## src/hw/pmc_pkg.sv

```systemverilog
// shared constants for the power-mode and clock-tree controller
package pmc_pkg;

  // ****************************************************************
  // register offsets
  // ****************************************************************
  localparam logic [7:0] OFS_ACTIVE_GATE = 8'h38;
  localparam logic [7:0] OFS_ACTIVE_CLOCK = 8'h3C;
  localparam logic [7:0] OFS_MODE0_GATE = 8'h40;
  localparam logic [7:0] OFS_MODE0_FREQ = 8'h44;
  localparam logic [7:0] OFS_MODE1_GATE = 8'h48;
  localparam logic [7:0] OFS_MODE1_FREQ = 8'h4C;
  localparam logic [7:0] OFS_SLEEP_GATE = 8'h50;
  localparam logic [7:0] OFS_MODE_SELECT = 8'h54;
  localparam logic [7:0] OFS_PLL_TALLY = 8'h64;
  localparam logic [7:0] OFS_MISC_TIMING = 8'h68;

  // ****************************************************************
  // reset values
  // ****************************************************************
  localparam logic [31:0] RST_GATE = 32'h00021807;
  localparam logic [31:0] RST_FREQ = 32'h2A1A0A09;
  localparam logic [31:0] RST_SLEEP_GATE = 32'h00018000;
  localparam logic [31:0] RST_MODE_SELECT = 32'h00000000;
  localparam logic [31:0] RST_MISC_TIMING = 32'h00090900;

  // ****************************************************************
  // field positions and masks
  // ****************************************************************
  localparam int GATE_BITS = 7;
  localparam logic [31:0] MASK_GATE = 32'h0000007F;
  localparam logic [31:0] MASK_FREQ = 32'hFF3F1F1F;
  localparam logic [31:0] MASK_SLEEP_GATE = 32'h00786000;
  localparam logic [31:0] MASK_MISC = 32'hF31F1F47;
  localparam int MODE_LSB = 0;
  localparam int SLEEP_STATUS_BIT = 2;
  localparam int RECOVERY_LSB = 13;
  localparam int ACPI_ENABLE_BIT = 6;
  localparam int SYSMEM_M0_LSB = 8;
  localparam int SYSMEM_M1_LSB = 16;
  localparam int SYSMEM_BITS = 5;
  localparam int TALLY_BITS = 16;

  // ****************************************************************
  // mode codes
  // ****************************************************************
  localparam logic [1:0] MODE_OP0 = 2'h0;
  localparam logic [1:0] MODE_OP1 = 2'h1;
  localparam logic [1:0] MODE_SLEEP = 2'h2;
  localparam logic [1:0] MODE_RESERVED = 2'h3;

  // ****************************************************************
  // timing
  // ****************************************************************
  localparam int PCLK_MHZ = 200;
  localparam int RECOVERY_TICK_US = 32;
  localparam int RECOVERY_TICK_CYCLES = RECOVERY_TICK_US * PCLK_MHZ;
  localparam int TICKS_PER_STEP = 32;
  localparam int TICK_DIV_BITS = 16;

  typedef enum logic [2:0] {
    ST_RUN = 3'b001,
    ST_SLEEP = 3'b010,
    ST_RECOVER = 3'b100
  } power_state_t;

endpackage : pmc_pkg

```

## src/hw/power_mode_clock_control.sv

```systemverilog
// power-mode and clock-tree controller with apb register slave
// ****************************************************************
// ****************************************************************
`timescale 1ns/1ps
`default_nettype none

module power_mode_clock_control
  import pmc_pkg::*;
#(
  parameter int TICK_CYCLES = RECOVERY_TICK_CYCLES
)
(
  input wire logic pclk,
  input wire logic presetn,
  input wire logic psel,
  input wire logic penable,
  input wire logic pwrite,
  input wire logic [31:0] paddr,
  input wire logic [31:0] pwdata,
  output logic [31:0] prdata,
  output logic pready,
  output logic pslverr,
  input wire logic [1:0] acpi_power_state,
  input wire logic [1:0] double_rate_tick,
  output logic [1:0] pixel_tick,
  output logic [GATE_BITS-1:0] block_clock_enable,
  output logic [31:0] branch_clock_setting,
  output logic [SYSMEM_BITS-1:0] system_memory_clock,
  output logic oscillator_enable,
  output logic times_four_multiplier,
  output logic times_six_multiplier,
  output logic times_seven_multiplier,
  output logic sleep_status
);

  // ****************************************************************
  // storage and decode
  // ****************************************************************
  logic [31:0] mode0_gating;
  logic [31:0] mode0_frequency;
  logic [31:0] mode1_gating;
  logic [31:0] mode1_frequency;
  logic [31:0] sleep_gating;
  logic [1:0] mode_field;
  logic [31:0] misc_timing_control;
  logic [TALLY_BITS-1:0] pll_run_tally;
  logic active_mode1;
  power_state_t state;
  power_state_t next_state;
  logic [TICK_DIV_BITS-1:0] tick_div;
  logic [7:0] tick_count;
  logic [1:0] pixel_phase;
  logic acpi_q1;
  logic acpi_q2;
  logic access;
  logic wr_en;
  logic sleep_request;
  logic recovery_done;
  logic [31:0] read_value;
  logic [31:0] active_gate_mirror;
  logic [31:0] active_clock_mirror;

  function automatic logic hit(input logic [31:0] addr,
                               input logic [7:0] ofs);
    hit = (addr[31:8] == 24'h000000) && (addr[7:0] == ofs);
  endfunction : hit

  function automatic logic [7:0] recovery_ticks(input logic [1:0] sel);
    recovery_ticks = 8'((int'(sel) + 1) * TICKS_PER_STEP);
  endfunction : recovery_ticks

  assign access = psel && penable && pready;
  assign wr_en = access && pwrite;

  // mirrors follow the active mode, which holds its last operating mode while sleep is selected
  assign active_gate_mirror = active_mode1 ? mode1_gating : mode0_gating;
  assign active_clock_mirror = active_mode1 ? mode1_frequency
                                            : mode0_frequency;

  // acpi power-state input is another block's state: sync before use
  always_ff @(posedge pclk or negedge presetn)
  begin
    if (!presetn)
    begin
      acpi_q1 <= 1'b0;
      acpi_q2 <= 1'b0;
    end
    else
    begin
      acpi_q1 <= acpi_power_state[1];
      acpi_q2 <= acpi_q1;
    end
  end

  assign sleep_request = misc_timing_control[ACPI_ENABLE_BIT]
                         ? acpi_q2
                         : (mode_field == MODE_SLEEP);

  // ****************************************************************
  // apb slave: one wait state
  // ****************************************************************
  always_comb
  begin
    read_value = 32'h00000000;
    case (1'b1)
      hit(paddr, OFS_ACTIVE_GATE): read_value = active_gate_mirror;
      hit(paddr, OFS_ACTIVE_CLOCK): read_value = active_clock_mirror;
      hit(paddr, OFS_MODE0_GATE): read_value = mode0_gating;
      hit(paddr, OFS_MODE0_FREQ): read_value = mode0_frequency;
      hit(paddr, OFS_MODE1_GATE): read_value = mode1_gating;
      hit(paddr, OFS_MODE1_FREQ): read_value = mode1_frequency;
      hit(paddr, OFS_SLEEP_GATE): read_value = sleep_gating;
      hit(paddr, OFS_MODE_SELECT):
        read_value = {29'h0, sleep_status, mode_field};
      hit(paddr, OFS_PLL_TALLY): read_value = {16'h0, pll_run_tally};
      hit(paddr, OFS_MISC_TIMING): read_value = misc_timing_control;
      default: read_value = 32'h00000000;
    endcase
  end

  always_ff @(posedge pclk or negedge presetn)
  begin
    if (!presetn)
    begin
      pready <= 1'b0;
      prdata <= 32'h00000000;
      pslverr <= 1'b0;
    end
    else
    begin
      pready <= psel && penable && !pready;
      if (psel && penable && !pready)
      begin
        prdata <= pwrite ? 32'h00000000 : read_value;
        pslverr <= (read_value == 32'h0) && !(
          hit(paddr, OFS_ACTIVE_GATE) || hit(paddr, OFS_ACTIVE_CLOCK) ||
          hit(paddr, OFS_MODE0_GATE) || hit(paddr, OFS_MODE0_FREQ) ||
          hit(paddr, OFS_MODE1_GATE) || hit(paddr, OFS_MODE1_FREQ) ||
          hit(paddr, OFS_SLEEP_GATE) || hit(paddr, OFS_MODE_SELECT) ||
          hit(paddr, OFS_PLL_TALLY) || hit(paddr, OFS_MISC_TIMING));
      end
      else
      begin
        pslverr <= 1'b0;
      end
    end
  end

  // ****************************************************************
  // writable registers
  // ****************************************************************
  always_ff @(posedge pclk or negedge presetn)
  begin
    if (!presetn)
    begin
      mode0_gating <= RST_GATE;
      mode1_gating <= RST_GATE;
      mode0_frequency <= RST_FREQ;
      mode1_frequency <= RST_FREQ;
      sleep_gating <= RST_SLEEP_GATE;
      misc_timing_control <= RST_MISC_TIMING;
    end
    else if (wr_en)
    begin
      if (hit(paddr, OFS_MODE0_GATE))
        mode0_gating <= pwdata & MASK_GATE;
      if (hit(paddr, OFS_MODE1_GATE))
        mode1_gating <= pwdata & MASK_GATE;
      if (hit(paddr, OFS_MODE0_FREQ))
        mode0_frequency <= pwdata & MASK_FREQ;
      if (hit(paddr, OFS_MODE1_FREQ))
        mode1_frequency <= pwdata & MASK_FREQ;
      if (hit(paddr, OFS_SLEEP_GATE))
        sleep_gating <= pwdata & MASK_SLEEP_GATE;
      if (hit(paddr, OFS_MISC_TIMING))
        misc_timing_control <= pwdata & MASK_MISC;
    end
  end

  // status bit is not writable; reserved code is dropped
  always_ff @(posedge pclk or negedge presetn)
  begin
    if (!presetn)
      mode_field <= RST_MODE_SELECT[1:0];
    else if (wr_en && hit(paddr, OFS_MODE_SELECT)
             && pwdata[1:0] != MODE_RESERVED)
      mode_field <= pwdata[1:0];
  end

  // ****************************************************************
  // sleep sequencing
  // ****************************************************************
  assign recovery_done = (tick_count == recovery_ticks(
                           sleep_gating[RECOVERY_LSB +: 2]));

  always_comb
  begin
    next_state = state;
    case (state)
      ST_RUN:
        if (sleep_request)
          next_state = ST_SLEEP;
      ST_SLEEP:
        if (!sleep_request)
          next_state = ST_RECOVER;
      ST_RECOVER:
        if (sleep_request)
          next_state = ST_SLEEP;
        else if (recovery_done)
          next_state = ST_RUN;
      default:
        next_state = ST_RUN;
    endcase
  end

  always_ff @(posedge pclk or negedge presetn)
  begin
    if (!presetn)
      state <= ST_RUN;
    else
      state <= next_state;
  end

  // 32 us tick and tick tally during recovery
  always_ff @(posedge pclk or negedge presetn)
  begin
    if (!presetn)
    begin
      tick_div <= '0;
      tick_count <= 8'h00;
    end
    else if (state != ST_RECOVER)
    begin
      tick_div <= '0;
      tick_count <= 8'h00;
    end
    else if (tick_div == TICK_DIV_BITS'(TICK_CYCLES - 1))
    begin
      tick_div <= '0;
      tick_count <= tick_count + 8'h01;
    end
    else
    begin
      tick_div <= tick_div + 1'b1;
    end
  end

  // active mode only moves while clocks run
  always_ff @(posedge pclk or negedge presetn)
  begin
    if (!presetn)
      active_mode1 <= 1'b0;
    else if (state == ST_RUN && mode_field != MODE_SLEEP)
      active_mode1 <= (mode_field == MODE_OP1);
  end

  // ****************************************************************
  // clock tree outputs
  // ****************************************************************
  always_ff @(posedge pclk or negedge presetn)
  begin
    if (!presetn)
    begin
      sleep_status <= 1'b0;
      oscillator_enable <= 1'b1;
      times_four_multiplier <= 1'b1;
      times_six_multiplier <= 1'b1;
      times_seven_multiplier <= 1'b1;
      block_clock_enable <= RST_GATE[GATE_BITS-1:0];
      branch_clock_setting <= RST_FREQ;
      system_memory_clock <= RST_MISC_TIMING[SYSMEM_M0_LSB +: SYSMEM_BITS];
    end
    else
    begin
      sleep_status <= (next_state != ST_RUN);
      oscillator_enable <= (next_state != ST_SLEEP);
      times_four_multiplier <= (next_state != ST_SLEEP);
      times_six_multiplier <= (next_state != ST_SLEEP);
      times_seven_multiplier <= (next_state != ST_SLEEP);
      if (next_state != ST_RUN)
        block_clock_enable <= '0;
      else
        block_clock_enable <= active_gate_mirror[GATE_BITS-1:0];
      branch_clock_setting <= active_clock_mirror;
      system_memory_clock <= active_mode1
        ? misc_timing_control[SYSMEM_M1_LSB +: SYSMEM_BITS]
        : misc_timing_control[SYSMEM_M0_LSB +: SYSMEM_BITS];
    end
  end

  // clocks counted since the plls were last switched on
  always_ff @(posedge pclk or negedge presetn)
  begin
    if (!presetn)
      pll_run_tally <= '0;
    else if (state == ST_SLEEP)
      pll_run_tally <= '0;
    else
      pll_run_tally <= pll_run_tally + 1'b1;
  end

  // ****************************************************************
  // pixel rate: every second double-rate tick
  // ****************************************************************
  genvar g;
  generate
    for (g = 0; g < 2; g++)
    begin : g_pixel
      always_ff @(posedge pclk or negedge presetn)
      begin
        if (!presetn)
        begin
          pixel_phase[g] <= 1'b0;
          pixel_tick[g] <= 1'b0;
        end
        else
        begin
          if (double_rate_tick[g] && block_clock_enable[2])
            pixel_phase[g] <= !pixel_phase[g];
          pixel_tick[g] <= double_rate_tick[g] && block_clock_enable[2]
                           && pixel_phase[g];
        end
      end
    end
  endgenerate

  // ****************************************************************
  // checks
  // ****************************************************************
  property p_sleep_stops;
    @(posedge pclk) disable iff (!presetn)
    state == ST_SLEEP |-> !oscillator_enable && !times_four_multiplier
                          && block_clock_enable == '0;
  endproperty
  a_sleep_stops: assert property (p_sleep_stops)
    else $error("clocks running in sleep");

  property p_enter_sleep;
    @(posedge pclk) disable iff (!presetn)
    state == ST_RUN && !misc_timing_control[ACPI_ENABLE_BIT]
      && mode_field == MODE_SLEEP |=> state == ST_SLEEP ##0 sleep_status;
  endproperty
  a_enter_sleep: assert property (p_enter_sleep)
    else $error("mode 10 did not enter sleep");

  property p_status_read;
    @(posedge pclk) disable iff (!presetn)
    psel && penable && !pready && !pwrite && hit(paddr, OFS_MODE_SELECT)
      |=> prdata[SLEEP_STATUS_BIT] == $past(sleep_status);
  endproperty
  a_status_read: assert property (p_status_read)
    else $error("sleep status read wrong");

  property p_mode0_mirror;
    @(posedge pclk) disable iff (!presetn)
    !active_mode1 |=> branch_clock_setting == $past(mode0_frequency);
  endproperty
  a_mode0_mirror: assert property (p_mode0_mirror)
    else $error("mode 0 clock not applied");

  property p_mode1_mirror;
    @(posedge pclk) disable iff (!presetn)
    active_mode1 && state == ST_RUN ##1 state == ST_RUN
      |-> block_clock_enable == $past(mode1_gating[GATE_BITS-1:0]);
  endproperty
  a_mode1_mirror: assert property (p_mode1_mirror)
    else $error("mode 1 gating not applied");

  property p_sysmem;
    @(posedge pclk) disable iff (!presetn)
    ##1 system_memory_clock == ($past(active_mode1)
      ? $past(misc_timing_control[20:16])
      : $past(misc_timing_control[12:8]));
  endproperty
  a_sysmem: assert property (p_sysmem)
    else $error("system memory clock field wrong");

  property p_acpi_sleep;
    @(posedge pclk) disable iff (!presetn)
    state == ST_RUN && misc_timing_control[ACPI_ENABLE_BIT] && acpi_q2
      |=> state == ST_SLEEP;
  endproperty
  a_acpi_sleep: assert property (p_acpi_sleep)
    else $error("acpi request did not sleep");

  property p_recover_hold;
    @(posedge pclk) disable iff (!presetn)
    state == ST_RECOVER |-> sleep_status;
  endproperty
  a_recover_hold: assert property (p_recover_hold)
    else $error("status cleared during recovery");

  property p_tally;
    @(posedge pclk) disable iff (!presetn)
    state == ST_RUN ##1 state == ST_RUN
      |-> pll_run_tally == $past(pll_run_tally) + 16'h0001;
  endproperty
  a_tally: assert property (p_tally)
    else $error("tally not counting");

  property p_recover_len;
    @(posedge pclk) disable iff (!presetn)
    state == ST_RECOVER && tick_count < recovery_ticks(
      sleep_gating[RECOVERY_LSB +: 2]) |=> state != ST_RUN;
  endproperty
  a_recover_len: assert property (p_recover_len)
    else $error("recovery ended early");

  c_sleep: cover property (@(posedge pclk) disable iff (!presetn)
    state == ST_SLEEP);
  c_wake: cover property (@(posedge pclk) disable iff (!presetn)
    state == ST_RECOVER ##1 state == ST_RUN);
  c_mode1: cover property (@(posedge pclk) disable iff (!presetn)
    active_mode1 && state == ST_RUN);

endmodule : power_mode_clock_control

`default_nettype wire

```

## config.mk

```make
export PLATFORM = sky130hd
export DESIGN_NAME = power_mode_clock_control
export DESIGN_NICKNAME = d
export VERILOG_FILES = /design/src/hw/pmc_pkg.sv /design/src/hw/power_mode_clock_control.sv
export SDC_FILE = /design/constraint.sdc
export NUM_CORES = 1
export LEC_CHECK = 0
export BUFFER_PORTS_ARGS = -buffer_cell sky130_fd_sc_hd__buf_4
export CORE_UTILIZATION = 33
export DETAILED_ROUTE_END_ITERATION = 8
export SLEW_MARGIN = 20
export SYNTH_ARGS = -nofsm -noshare
export SYNTH_HDL_FRONTEND = slang
export SYNTH_SLANG_ARGS = --single-unit
```

## constraint.sdc

```tcl
create_clock -name pclk -period 2.1 [get_ports pclk]
set_input_delay 0.21 -clock pclk [delete_from_list [all_inputs] [get_ports pclk]]
set_output_delay 0.21 -clock pclk [all_outputs]
set_load 0.02 [all_outputs]
```

==> results of run 1 <==
[final timing paths]
path	to	depth (start not counted)	from
setup / recovery	prdata[7]	4	pready
min in group asynchronous	prdata[11]	2	presetn
hold / removal	prdata[2]	3	pwrite
hold reg to reg	acpi_q2	0	acpi_q1
setup reg to reg	prdata[7]	4	pready
max in group asynchronous	mode1_frequency[11]	3	presetn
[metrics by stage]
stage / area [sq um] / utilization, %
after floorplan: 9988 / -
after global placement: 12140 / 40.97
after detailed placement: 12140 / 40.97
after CTS: 13300 / 44.88
after global routing: 13300 / 44.88
final: 13300 / 44.88
[power by group]
part | internal (mW) | switching, mW
combinational | 0.211 | 0.268
clock | 2.58 | 1.71
sequential | 4.14 | 0.00951
total | 6.93 | 1.98
[layout by cell type (no fill, tap or decap), types with 6 or more instances in the layout]
cell type,count
and3_1,12
a221o_1,6
nor2_1,63
buf_12,8
nand2_1,65
dfstp_2,50
mux2_2,116
a21oi_1,17
a221oi_1,10
nand3_1,18
xnor2_1,16
clkbuf_8,11
a21o_1,19
o21ai_0,13
inv_1,9
dlygate4sd3_1,33
xor2_1,24
o21ai_1,12
buf_4,231
nand4_1,14
conb_1,9
a22oi_1,14
a22o_1,6
nor4_1,11
mux2i_1,12
dfrtp_1,163
clkbuf_16,25
nor3_1,12
a22oi_2,9
[worst register-to-register path, cell delays in order (launching register included)]
cell     delay [ns]
dfrtp_1        0.43
or3_1          0.50
buf_4          0.25
nor3_1         0.41
a32o_1         0.25
[what timing repair did]
| item | in CTS | in global routing |
|---|---|---|
| endpoints found under the setup margin | 0 | 0 |
| hold buffers | 33 | 0 |
| hold endpoints to repair | 139 | 0 |
[routing by layer]
metal / wire, um / share of wire [%] / global-route usage [%]
met5: 0 / 0 / 0
met4: 523 / 1.9 / 4.203
met3: 1449 / 5.2 / 3.420
met2: 13380 / 48 / 30.70
met1: 12690 / 45 / 24.91
[logic make-up after synthesis]
logic type,Yosys count
buffers and inverters,58
xor gates and xnor gates,40
adders and majority gates,5
and+or+nand+nor,246
muxes,128
other,1
DFF,214
AOI/OAI and AO/OA,138
[area by class of cell]
cell class	instances	area, sq um
fillers	2763	16340
flip-flops and latches	214	5419
multi-input cells	566	4292
repair buffers	273	2240
clock buffers	41	795.8
well taps	390	488.0
inverters	9	33.78
clock inverters	4	32.53
[state kept, by name, summed over array words and instances (netlist names), 16 cells and up]
register              flops
pll_run_tally            16
branch_clock_setting     24
prdata                   31
misc_timing_control      20
mode1_frequency          24
tick_div                 16
mode0_frequency          24
==> flow_summary_export.csv, run 1 <==
group,metric,value,unit
clock_network,cts.sinks,214,
logic_synthesis,synthAdderAreaFrac,0.6285,%
clock_network,cts_root_buffer,"clkbuf_16",
logic_synthesis,synthSimpleGateAreaFrac,13.74,%
sta,fin_ws,0.1986,ns
setup_path,worstPathRequired,2.56,ns
job,cap_violations,0,
route,drc,0,
setup_path,critPathSlowestCell,"or3_1",
sta,slew_headroom,59.02,%
power_and_ir_drop,p_per_area,670.4,nW/um^2
logic_synthesis,post_synth_inst_count,830,
clock_network,cts_tree,"yes",
cells_and_area,layout.nets,1167,
sta,setup_viol,0,
floorplanning,initial_utilization,33.58,%
logic_synthesis,synthMostInstantiatedCell,"dfrtp_1",
logic_synthesis,synth_cell_types,69,
logic_synthesis,async_flop_share,100.0,%
logic_synthesis,synth_top_area_share,41.23,%
logic_synthesis,synth_top_family_by_area,"multiplexers",
route,drtAntennaViolNets,0,
sta,finClkSkew,0.009358,ns
floorplanning,die_x,175.7,um
logic_synthesis,synthMuxAreaShare,14.33,%
cells_and_area,fin_cells,1497,
floorplanning,die_area,30860,sq um
logic_synthesis,seq_area_frac_synth,54.43,%
placed_design,dp.cells,1419,
clock_network,ctsResizeCount,0,
sta,rsz0062_at_grt,"false",
placed_design,dp_worst_setup_slack,-0.2425,ns
sta,fmax,525.9,MHz
clock_network,h-tree-depth,1,
grt,grt_start_max_net_pins,68,
logic_synthesis,synth_common_cells,"164 x dfrtp_1, 116 x mux2_2, 65 x nand2_1, 63 x nor2_1, 50 x dfstp_2",
sta,period_share,90.55,%
sta,period_minus_slack,1.901,ns
logic_synthesis,avgSynthCellArea,11.99,sq um
grt,grt.total_usage,18.47,%
placed_design,routabilityCongestion,0.8733,
route,wl_per_cell,18.73,um
sta,worstMarginPinSlew,0.6091,ns
grt,grt_pass1_wl,44270,um
logic_synthesis,synth_area_leaders,"dfrtp_1 41%, dfstp_2 13%, mux2_2 13%",
sta,hold_viol_final,0,
sta,final-max-slew-violation-count,0,
run_status,status,"finished clean",
clock_network,postCtsSetupRepairBufs,0,
placed_design,portBuffers,144,
clock_network,cts_buffers,25,
hold_path,hold_class,"in -> reg",
cells_and_area,layout-drive-gt1-share,43.45,%
power_and_ir_drop,total_power,8.917,mW
floorplanning,rows,63,
grt,grt_overflow,0,
setup_path,crit_arrival,2.36,ns
clock_network,cts.clk_slew.worst_paths,0.06,ns
setup_path,cp.buffers_inverters,1,
floorplanning,coreArea,29640,sq um
logic_synthesis,syn_area,9953,sq um
clock_network,clkLatencyLatePin,0.52,ns
route,via_per_inst,4.989,
sta,tns,0,ns
setup_path,end_kind,"flop",
setup_path,critPathMaxFanout,8,
setup_path,setup.worst_path.class,"reg -> reg",
placed_design,place_hpwl,20300,um
power_and_ir_drop,peakVddDrop,0.4613,mV
floorplanning,die_h,175.7,um
logic_synthesis,synth_ff_type,"dfrtp_1",
route,drt_wl_total,28040,um
sta,hold_slack,0.1084,ns
logic_synthesis,ys_ff_latch,214,
cells_and_area,antenna_cells,0,
grt,grt_pass1_vias,7852,
cells_and_area,syn2layout_area_growth,33.63,%
power_and_ir_drop,p_leak,6.187,nW
floorplanning,io_pins,158,
setup_path,reg2reg_slack,0.20,ns
logic_synthesis,synth_compound_area_share,10.45,%
setup_path,critPathTopFamily,"simple AND/OR/NAND/NOR gates",
route,first_pass_iters,7,
clock_network,cts.path.max_buffers,3,
logic_synthesis,yosysTopAreaCell,"dfrtp_1",
setup_path,crit_chain,"or3_1, buf_4, nor3_1, a32o_1",
route,drtIter0Drc,507,
route,vias,7468,
setup_path,slowest_delay,0.50,ns
grt,antenna_found_initial,0,
logic_synthesis,synth-edff-count,0,
setup_path,start_kind,"flop",
logic_synthesis,synth-xor-area-share,3.520,%
logic_synthesis,synth_warnings,0,
Note: power is estimated with default switching activity, not from simulation.
==> run 2, diff against run 1 <==
--- a/config.mk
+++ b/config.mk
@@ -6,7 +6,7 @@
 export NUM_CORES = 1
 export LEC_CHECK = 0
 export BUFFER_PORTS_ARGS = -buffer_cell sky130_fd_sc_hd__buf_4
-export CORE_UTILIZATION = 33
+export CORE_UTILIZATION = 40
 export DETAILED_ROUTE_END_ITERATION = 8
 export SLEW_MARGIN = 20
 export SYNTH_ARGS = -nofsm -noshare
==> run 2 against run 1 <==
  * Maximum frequency increased by 1.1%
  * Non-clock buffer count down 4
  * Clock power shrank 5.6%
  * Power down 2.9%
  * Clock skew rose by 0.0027 ns
  * Critical path type is now in -> reg
  * Sequential power hardly changed
  * First-iteration DRC count fell by 22%
  * Register-to-register slack gained 0.08 ns
  * Critical endpoint is now prdata[17]
  * Die area is 17% lower
==> flow_summary_export.csv, run 2 (same netlist as run 1, synthesis figures left out) <==
group,metric,value,unit
grt,grt_pass1_wl,42720,um
setup_path,end_kind,"flop",
power_and_ir_drop,seq_power_share,47.9,%
sta,finClkSkew,0.01209,ns
cells_and_area,layout_commonest_cell,"buf_4",
run_status,status,"finished clean",
floorplanning,die_area,25520,sq um
setup_path,cp_num_cells,9,
power_and_ir_drop,peakVddDrop,0.4071,mV
placed_design,portBuffers,144,
setup_path,cp.buffers_inverters,3,
floorplanning,die_h,159.7,um
setup_path,critPathMaxFanout,10,
clock_network,cts.clk_slew.worst_paths,0.06,ns
setup_path,worstPathRequired,2.54,ns
sta,fmax,531.7,MHz
grt,grt.total_usage,21.35,%
route,via_per_inst,5.232,
clock_network,cts_tree,"yes",
setup_path,setup.worst_path.class,"in -> reg",
sta,period_share,89.57,%
sta,setup_viol,0,
placed_design,place_hpwl,19220,um
clock_network,postCtsSetupRepairBufs,0,
route,vias,7461,
floorplanning,rows,57,
power_and_ir_drop,power_frac_comb,5.3,%
setup_path,start_kind,"primary input",
setup_path,crit_arrival,2.32,ns
route,drtIter0Drc,394,
sta,worstMarginPinSlew,0.5638,ns
power_and_ir_drop,swShare,21.80,%
route,first_pass_iters,5,
setup_path,r2r_cells,5,
power_and_ir_drop,p_int,6.771,mW
floorplanning,die_x,159.7,um
cells_and_area,fin_cells,1426,
grt,grt_start_max_net_pins,77,
cells_and_area,layout.nets,1162,
route,drtAntennaViolNets,0,
grt,grt_pass1_vias,7561,
clock_network,clkLatencyLatePin,0.51,ns
cells_and_area,largest-register,"prdata",
sta,slew_headroom,62.07,%
floorplanning,coreArea,24390,sq um
job,cap_violations,0,
clock_network,cts_buffers,24,
setup_path,critPathSlowestCell,"nor4_1",
cells_and_area,syn2layout_area_growth,31.87,%
cells_and_area,final_cell_mix,"229 x buf_4, 163 x dfrtp_1, 116 x mux2_2",
power_and_ir_drop,p_leak,6.139,nW
sta,rsz0062_at_grt,"false",
sta,final-max-slew-violation-count,0,
route,drc,0,
hold_path,whs_path_depth,2,
hold_path,hold_class,"in -> reg",
cells_and_area,layout-drive-gt1-share,43.19,%
clock_network,cts.path.max_buffers,3,
clock_network,cts.sinks,214,
sta,fin_ws,0.2191,ns
cells_and_area,largest_reg_flops,31,
placed_design,routabilityCongestion,0.9286,
cells_and_area,utilization,53.81,%
sta,period_minus_slack,1.881,ns
clock_network,h-tree-depth,1,
floorplanning,initial_utilization,40.81,%
power_and_ir_drop,p_switching,1.888,mW
route,drt_wl_total,27070,um
setup_path,critPathTopFamily,"simple AND/OR/NAND/NOR gates",
cells_and_area,antenna_cells,0,
sta,hold_viol_final,0,
placed_design,dp.cells,1350,
setup_path,crit_chain,"buf_4, nor4_4, nand4_4, buf_4, nor4_1, buf_4, a21o_1, nand2_1, a31oi_1",
setup_path,crit_top_cell,"buf_4",
floorplanning,io_pins,158,
power_and_ir_drop,p_clk_share,46.7,%
grt,antenna_found_initial,0,
power_and_ir_drop,p_per_area,659.7,nW/um^2
setup_path,slowest_delay,0.54,ns
grt,grt_overflow,0,
route,wl_per_cell,18.99,um
placed_design,dp_worst_setup_slack,-0.2695,ns
clock_network,cts_root_buffer,"clkbuf_16",
## run 2: changes by cell type in the layout (fill, tap and decap cells not counted)
cell	previous run	this run
dlygate4sd3_1	33	32
clkinv_2	1	4
clkinvlp_4	1	0
nor3b_1	5	4
clkbuf_1	5	7
buf_4	231	229
nor3b_2	1	2
buf_8	1	0
buf_12	8	7
inv_8	1	0
clkbuf_8	11	8
## run 2: final timing paths
check                           from                  end  slack, ns
setup / recovery           paddr[27]           prdata[17]       0.22
hold / removal             pwdata[1]        mode_field[1]       0.04
max in group asynchronous    presetn  mode1_frequency[19]       1.10
setup reg to reg              pready           prdata[10]       0.28
hold reg to reg              acpi_q1              acpi_q2       0.35
min in group asynchronous    presetn       pixel_phase[0]       0.19
## run 2: layer usage
layer | part of all wire, % | track usage [%]
met3 | 5.8 | 3.455
met2 | 48 | 35.09
met1 | 45 | 29.33
met4 | 1.9 | 5.507
met5 | 0 | 0
## run 2: final cells by class
type                    instances  area, sq um
repair buffers                269         2193
multi-input cells             566         4297
clock buffers                  39        748.2
fillers                      2158        11270
inverters                       9        33.78
well taps                     324        405.4
clock inverters                 5        28.78
flip-flops and latches        214         5419
## run 2: power by group through the flow
stage          logic, mW  registers [mW]  clock network, mW
2_1_floorplan      0.109            4.23                  0
3_3_place_gp       0.419            4.22                  0
3_5_place_dp       0.420            4.22                  0
4_1_cts            0.469            4.15               4.15
5_1_grt            0.505            4.15               4.32
6_report           0.463            4.15               4.05
## run 2: metrics by stage
step | setup TNS [ns] | hold WS [ns] | cell area (sq um) | power (mW)
after CTS | 0 | 0.008471 | 13130 | 8.767
after global placement | -5.225 | 0.1843 | 12030 | 4.640
after detailed placement | -7.917 | 0.1804 | 12030 | 4.641
after floorplan | 0 | -0.08559 | 9988 | 4.341
after global routing | 0 | 0.02136 | 13130 | 8.970
final | 0 | 0.03857 | 13130 | 8.659
## run 2: repair_timing
item	4_1_cts	5_1_grt
gates resized for setup	0	0
hold endpoints to repair	135	0
hold buffers	32	0
## run 2: worst register-to-register path: stages (launching register included)
cell	delay, ns
dfrtp_1	0.43
or3_1	0.43
a31oi_1	0.35
buf_4	0.29
nand2_1	0.10
o21ai_1	0.14
==> run 3, diff against run 2 <==
--- a/config.mk
+++ b/config.mk
@@ -6,6 +6,7 @@
 export NUM_CORES = 1
 export LEC_CHECK = 0
 export BUFFER_PORTS_ARGS = -buffer_cell sky130_fd_sc_hd__buf_4
+export CORE_ASPECT_RATIO = 1.5
 export CORE_UTILIZATION = 40
 export DETAILED_ROUTE_END_ITERATION = 8
 export SLEW_MARGIN = 20
==> run 3 against run 2 <==
  * Global-route usage grew 1.2 points
  * Sequential share of layout area increased by 0.27 points
  * Maximum frequency is 1.8% higher
  * First-iteration DRC count up 4.6%
  * Clock power down 7.4%
  * Sequential power hardly changed
  * Critical endpoint is now prdata[3]
  * Sequential cell count is the same
  * Clock skew is 0.0081 ns higher
  * Highest routed layer unchanged
  * Largest power group unchanged
  * Core utilization is 0.45 points lower
  * Combinational power up 0.9%
==> flow_summary_export.csv, run 3 (same netlist as run 1, synthesis figures left out) <==
group,metric,value,unit
route,first_pass_iters,5,
sta,rsz0062_at_grt,"false",
route,drc,0,
clock_network,cts.clk_slew.worst_paths,0.06,ns
sta,hold_viol_final,0,
clock_network,cts_root_buffer,"clkbuf_16",
setup_path,r2r_cells,8,
clock_network,h-tree-depth,1,
cells_and_area,layout.nets,1157,
setup_path,worstReg2RegStart,"tick_div[0]",
clock_network,clkLatencyLatePin,0.52,ns
setup_path,critPathMaxFanout,11,
sta,period_minus_slack,1.848,ns
setup_path,crit_arrival,2.28,ns
sta,tns,0,ns
cells_and_area,utilization,53.36,%
cells_and_area,layout-drive-gt1-share,42.65,%
hold_path,min_to,"mode1_frequency[1]",
setup_path,end_kind,"flop",
sta,final-max-slew-violation-count,0,
placed_design,place_hpwl,20190,um
power_and_ir_drop,peakVddDrop,0.7812,mV
clock_network,cts_tree,"yes",
floorplanning,rows,70,
power_and_ir_drop,power_frac_comb,5.6,%
run_status,status,"finished clean",
route,wl_per_cell,19.53,um
cells_and_area,final_cell_mix,"225 x buf_4, 163 x dfrtp_1, 116 x mux2_2",
floorplanning,initial_utilization,40.73,%
sta,finClkSkew,0.02021,ns
cells_and_area,fin_cells,1419,
floorplanning,die_h,195.2,um
clock_network,cts.path.max_buffers,3,
power_and_ir_drop,seq_power_share,49.6,%
placed_design,portBuffers,144,
hold_path,whs_path_depth,2,
route,vias,7547,
floorplanning,io_pins,158,
route,drtIter0Drc,412,
setup_path,start_kind,"primary input",
power_and_ir_drop,p_leak,6.085,nW
power_and_ir_drop,p_clk_share,44.8,%
grt,antenna_found_initial,0,
floorplanning,die_x,130.8,um
cells_and_area,largest-register,"prdata",
power_and_ir_drop,p_per_area,641.9,nW/um^2
placed_design,routabilityCongestion,0.9204,
power_and_ir_drop,p_int,6.526,mW
route,via_per_inst,5.319,
grt,grt_overflow,0,
grt,grt.total_usage,22.57,%
setup_path,worstPathRequired,2.54,ns
hold_path,hold_class,"in -> reg",
placed_design,dp.cells,1347,
grt,grt_pass1_wl,43700,um
floorplanning,coreArea,24440,sq um
sta,setup_viol,0,
cells_and_area,syn2layout_area_growth,31.01,%
setup_path,setup.worst_path.class,"in -> reg",
job,cap_violations,0,
setup_path,rr_endpoint,"tick_count[4]",
cells_and_area,layout_commonest_cell,"buf_4",
setup_path,reg2reg_slack,0.30,ns
power_and_ir_drop,swShare,22.04,%
hold_path,min-delay-start,"pwdata[1]",
clock_network,cts.sinks,214,
cells_and_area,largest_reg_flops,31,
sta,hold_slack,0.02024,ns
sta,fmax,541.1,MHz
clock_network,cts_buffers,22,
sta,worstMarginPinSlew,0.6286,ns
sta,period_share,88.01,%
grt,grt_start_max_net_pins,68,
grt,grt_pass1_vias,7897,
route,drtAntennaViolNets,0,
sta,slew_headroom,58.10,%
floorplanning,die_area,25530,sq um
power_and_ir_drop,p_switching,1.845,mW
route,drt_wl_total,27710,um
cells_and_area,antenna_cells,0,
## run 3: changes by cell type in the layout (fill, tap and decap cells not counted), sizes merged
cell,before,now
clkbuf,40,37
buf,236,233
bufinv,0,1
clkinv,4,3
inv,10,9
## run 3: worst max-delay path by stage
stage	startpoint	to	slack, ns	cells past startpoint
2_1_floorplan	tick_div[0]	tick_div[10]	0.08	9
3_3_place_gp	paddr[20]	prdata[26]	-0.40	9
3_5_place_dp	paddr[13]	prdata[17]	-0.41	9
4_1_cts	paddr[13]	prdata[26]	0.11	9
5_1_grt	paddr[13]	prdata[9]	0.10	10
6_report	paddr[20]	prdata[3]	0.25	9
## run 3: per-stage QoR
stage | cell area (sq um) | setup WS (ns) | power [mW]
finish | 13040 | 0.2519 | 8.371
global route | 13040 | 0.1038 | 8.695
CTS | 13020 | 0.1076 | 8.467
detailed placement | 12020 | -0.4071 | 4.647
global placement | 12020 | -0.4001 | 4.646
floorplan | 9988 | 0.08381 | 4.341
## run 3: routing by layer
layer / share of wire [%] / global-route usage (%)
met2: 52 / 40.35
met1: 40 / 27.14
met3: 3.9 / 2.959
met5: 0 / 0
met4: 3.3 / 8.301
## run 3: repair_timing
action / 4_1_cts / 5_1_grt
resized for setup: 0 / 2
hold buffers: 31 / 1
hold endpoints to repair: 130 / 2
buffers inserted: 0 / 0
setup endpoints to repair: 0 / 4
## run 3: final cells by class
class,instances,area (sq um)
inverter,9,33.78
multi-input combinational,566,4309
tap,324,405.4
clock buffer,36,633.1
sequential,214,5419
fill,2204,11400
timing repair buffer,266,2183
clock inverter,4,56.30
## run 3: critical path, stage by stage
cell and delay [ns]:
buf_4 0.12, nor4_4 0.33, nand4_4 0.20, buf_4 0.19, buf_4 0.17, nor3_2 0.43
nand2_1 0.18, a41oi_1 0.28, a22o_1 0.16
## run 3: power by group through the flow
stage	clock [mW]	combinational (mW)	sequential, mW
6_report	3.75	0.467	4.15
5_1_grt	4.04	0.508	4.15
4_1_cts	3.84	0.472	4.15
3_5_place_dp	0	0.424	4.22
3_3_place_gp	0	0.422	4.22
2_1_floorplan	0	0.109	4.23
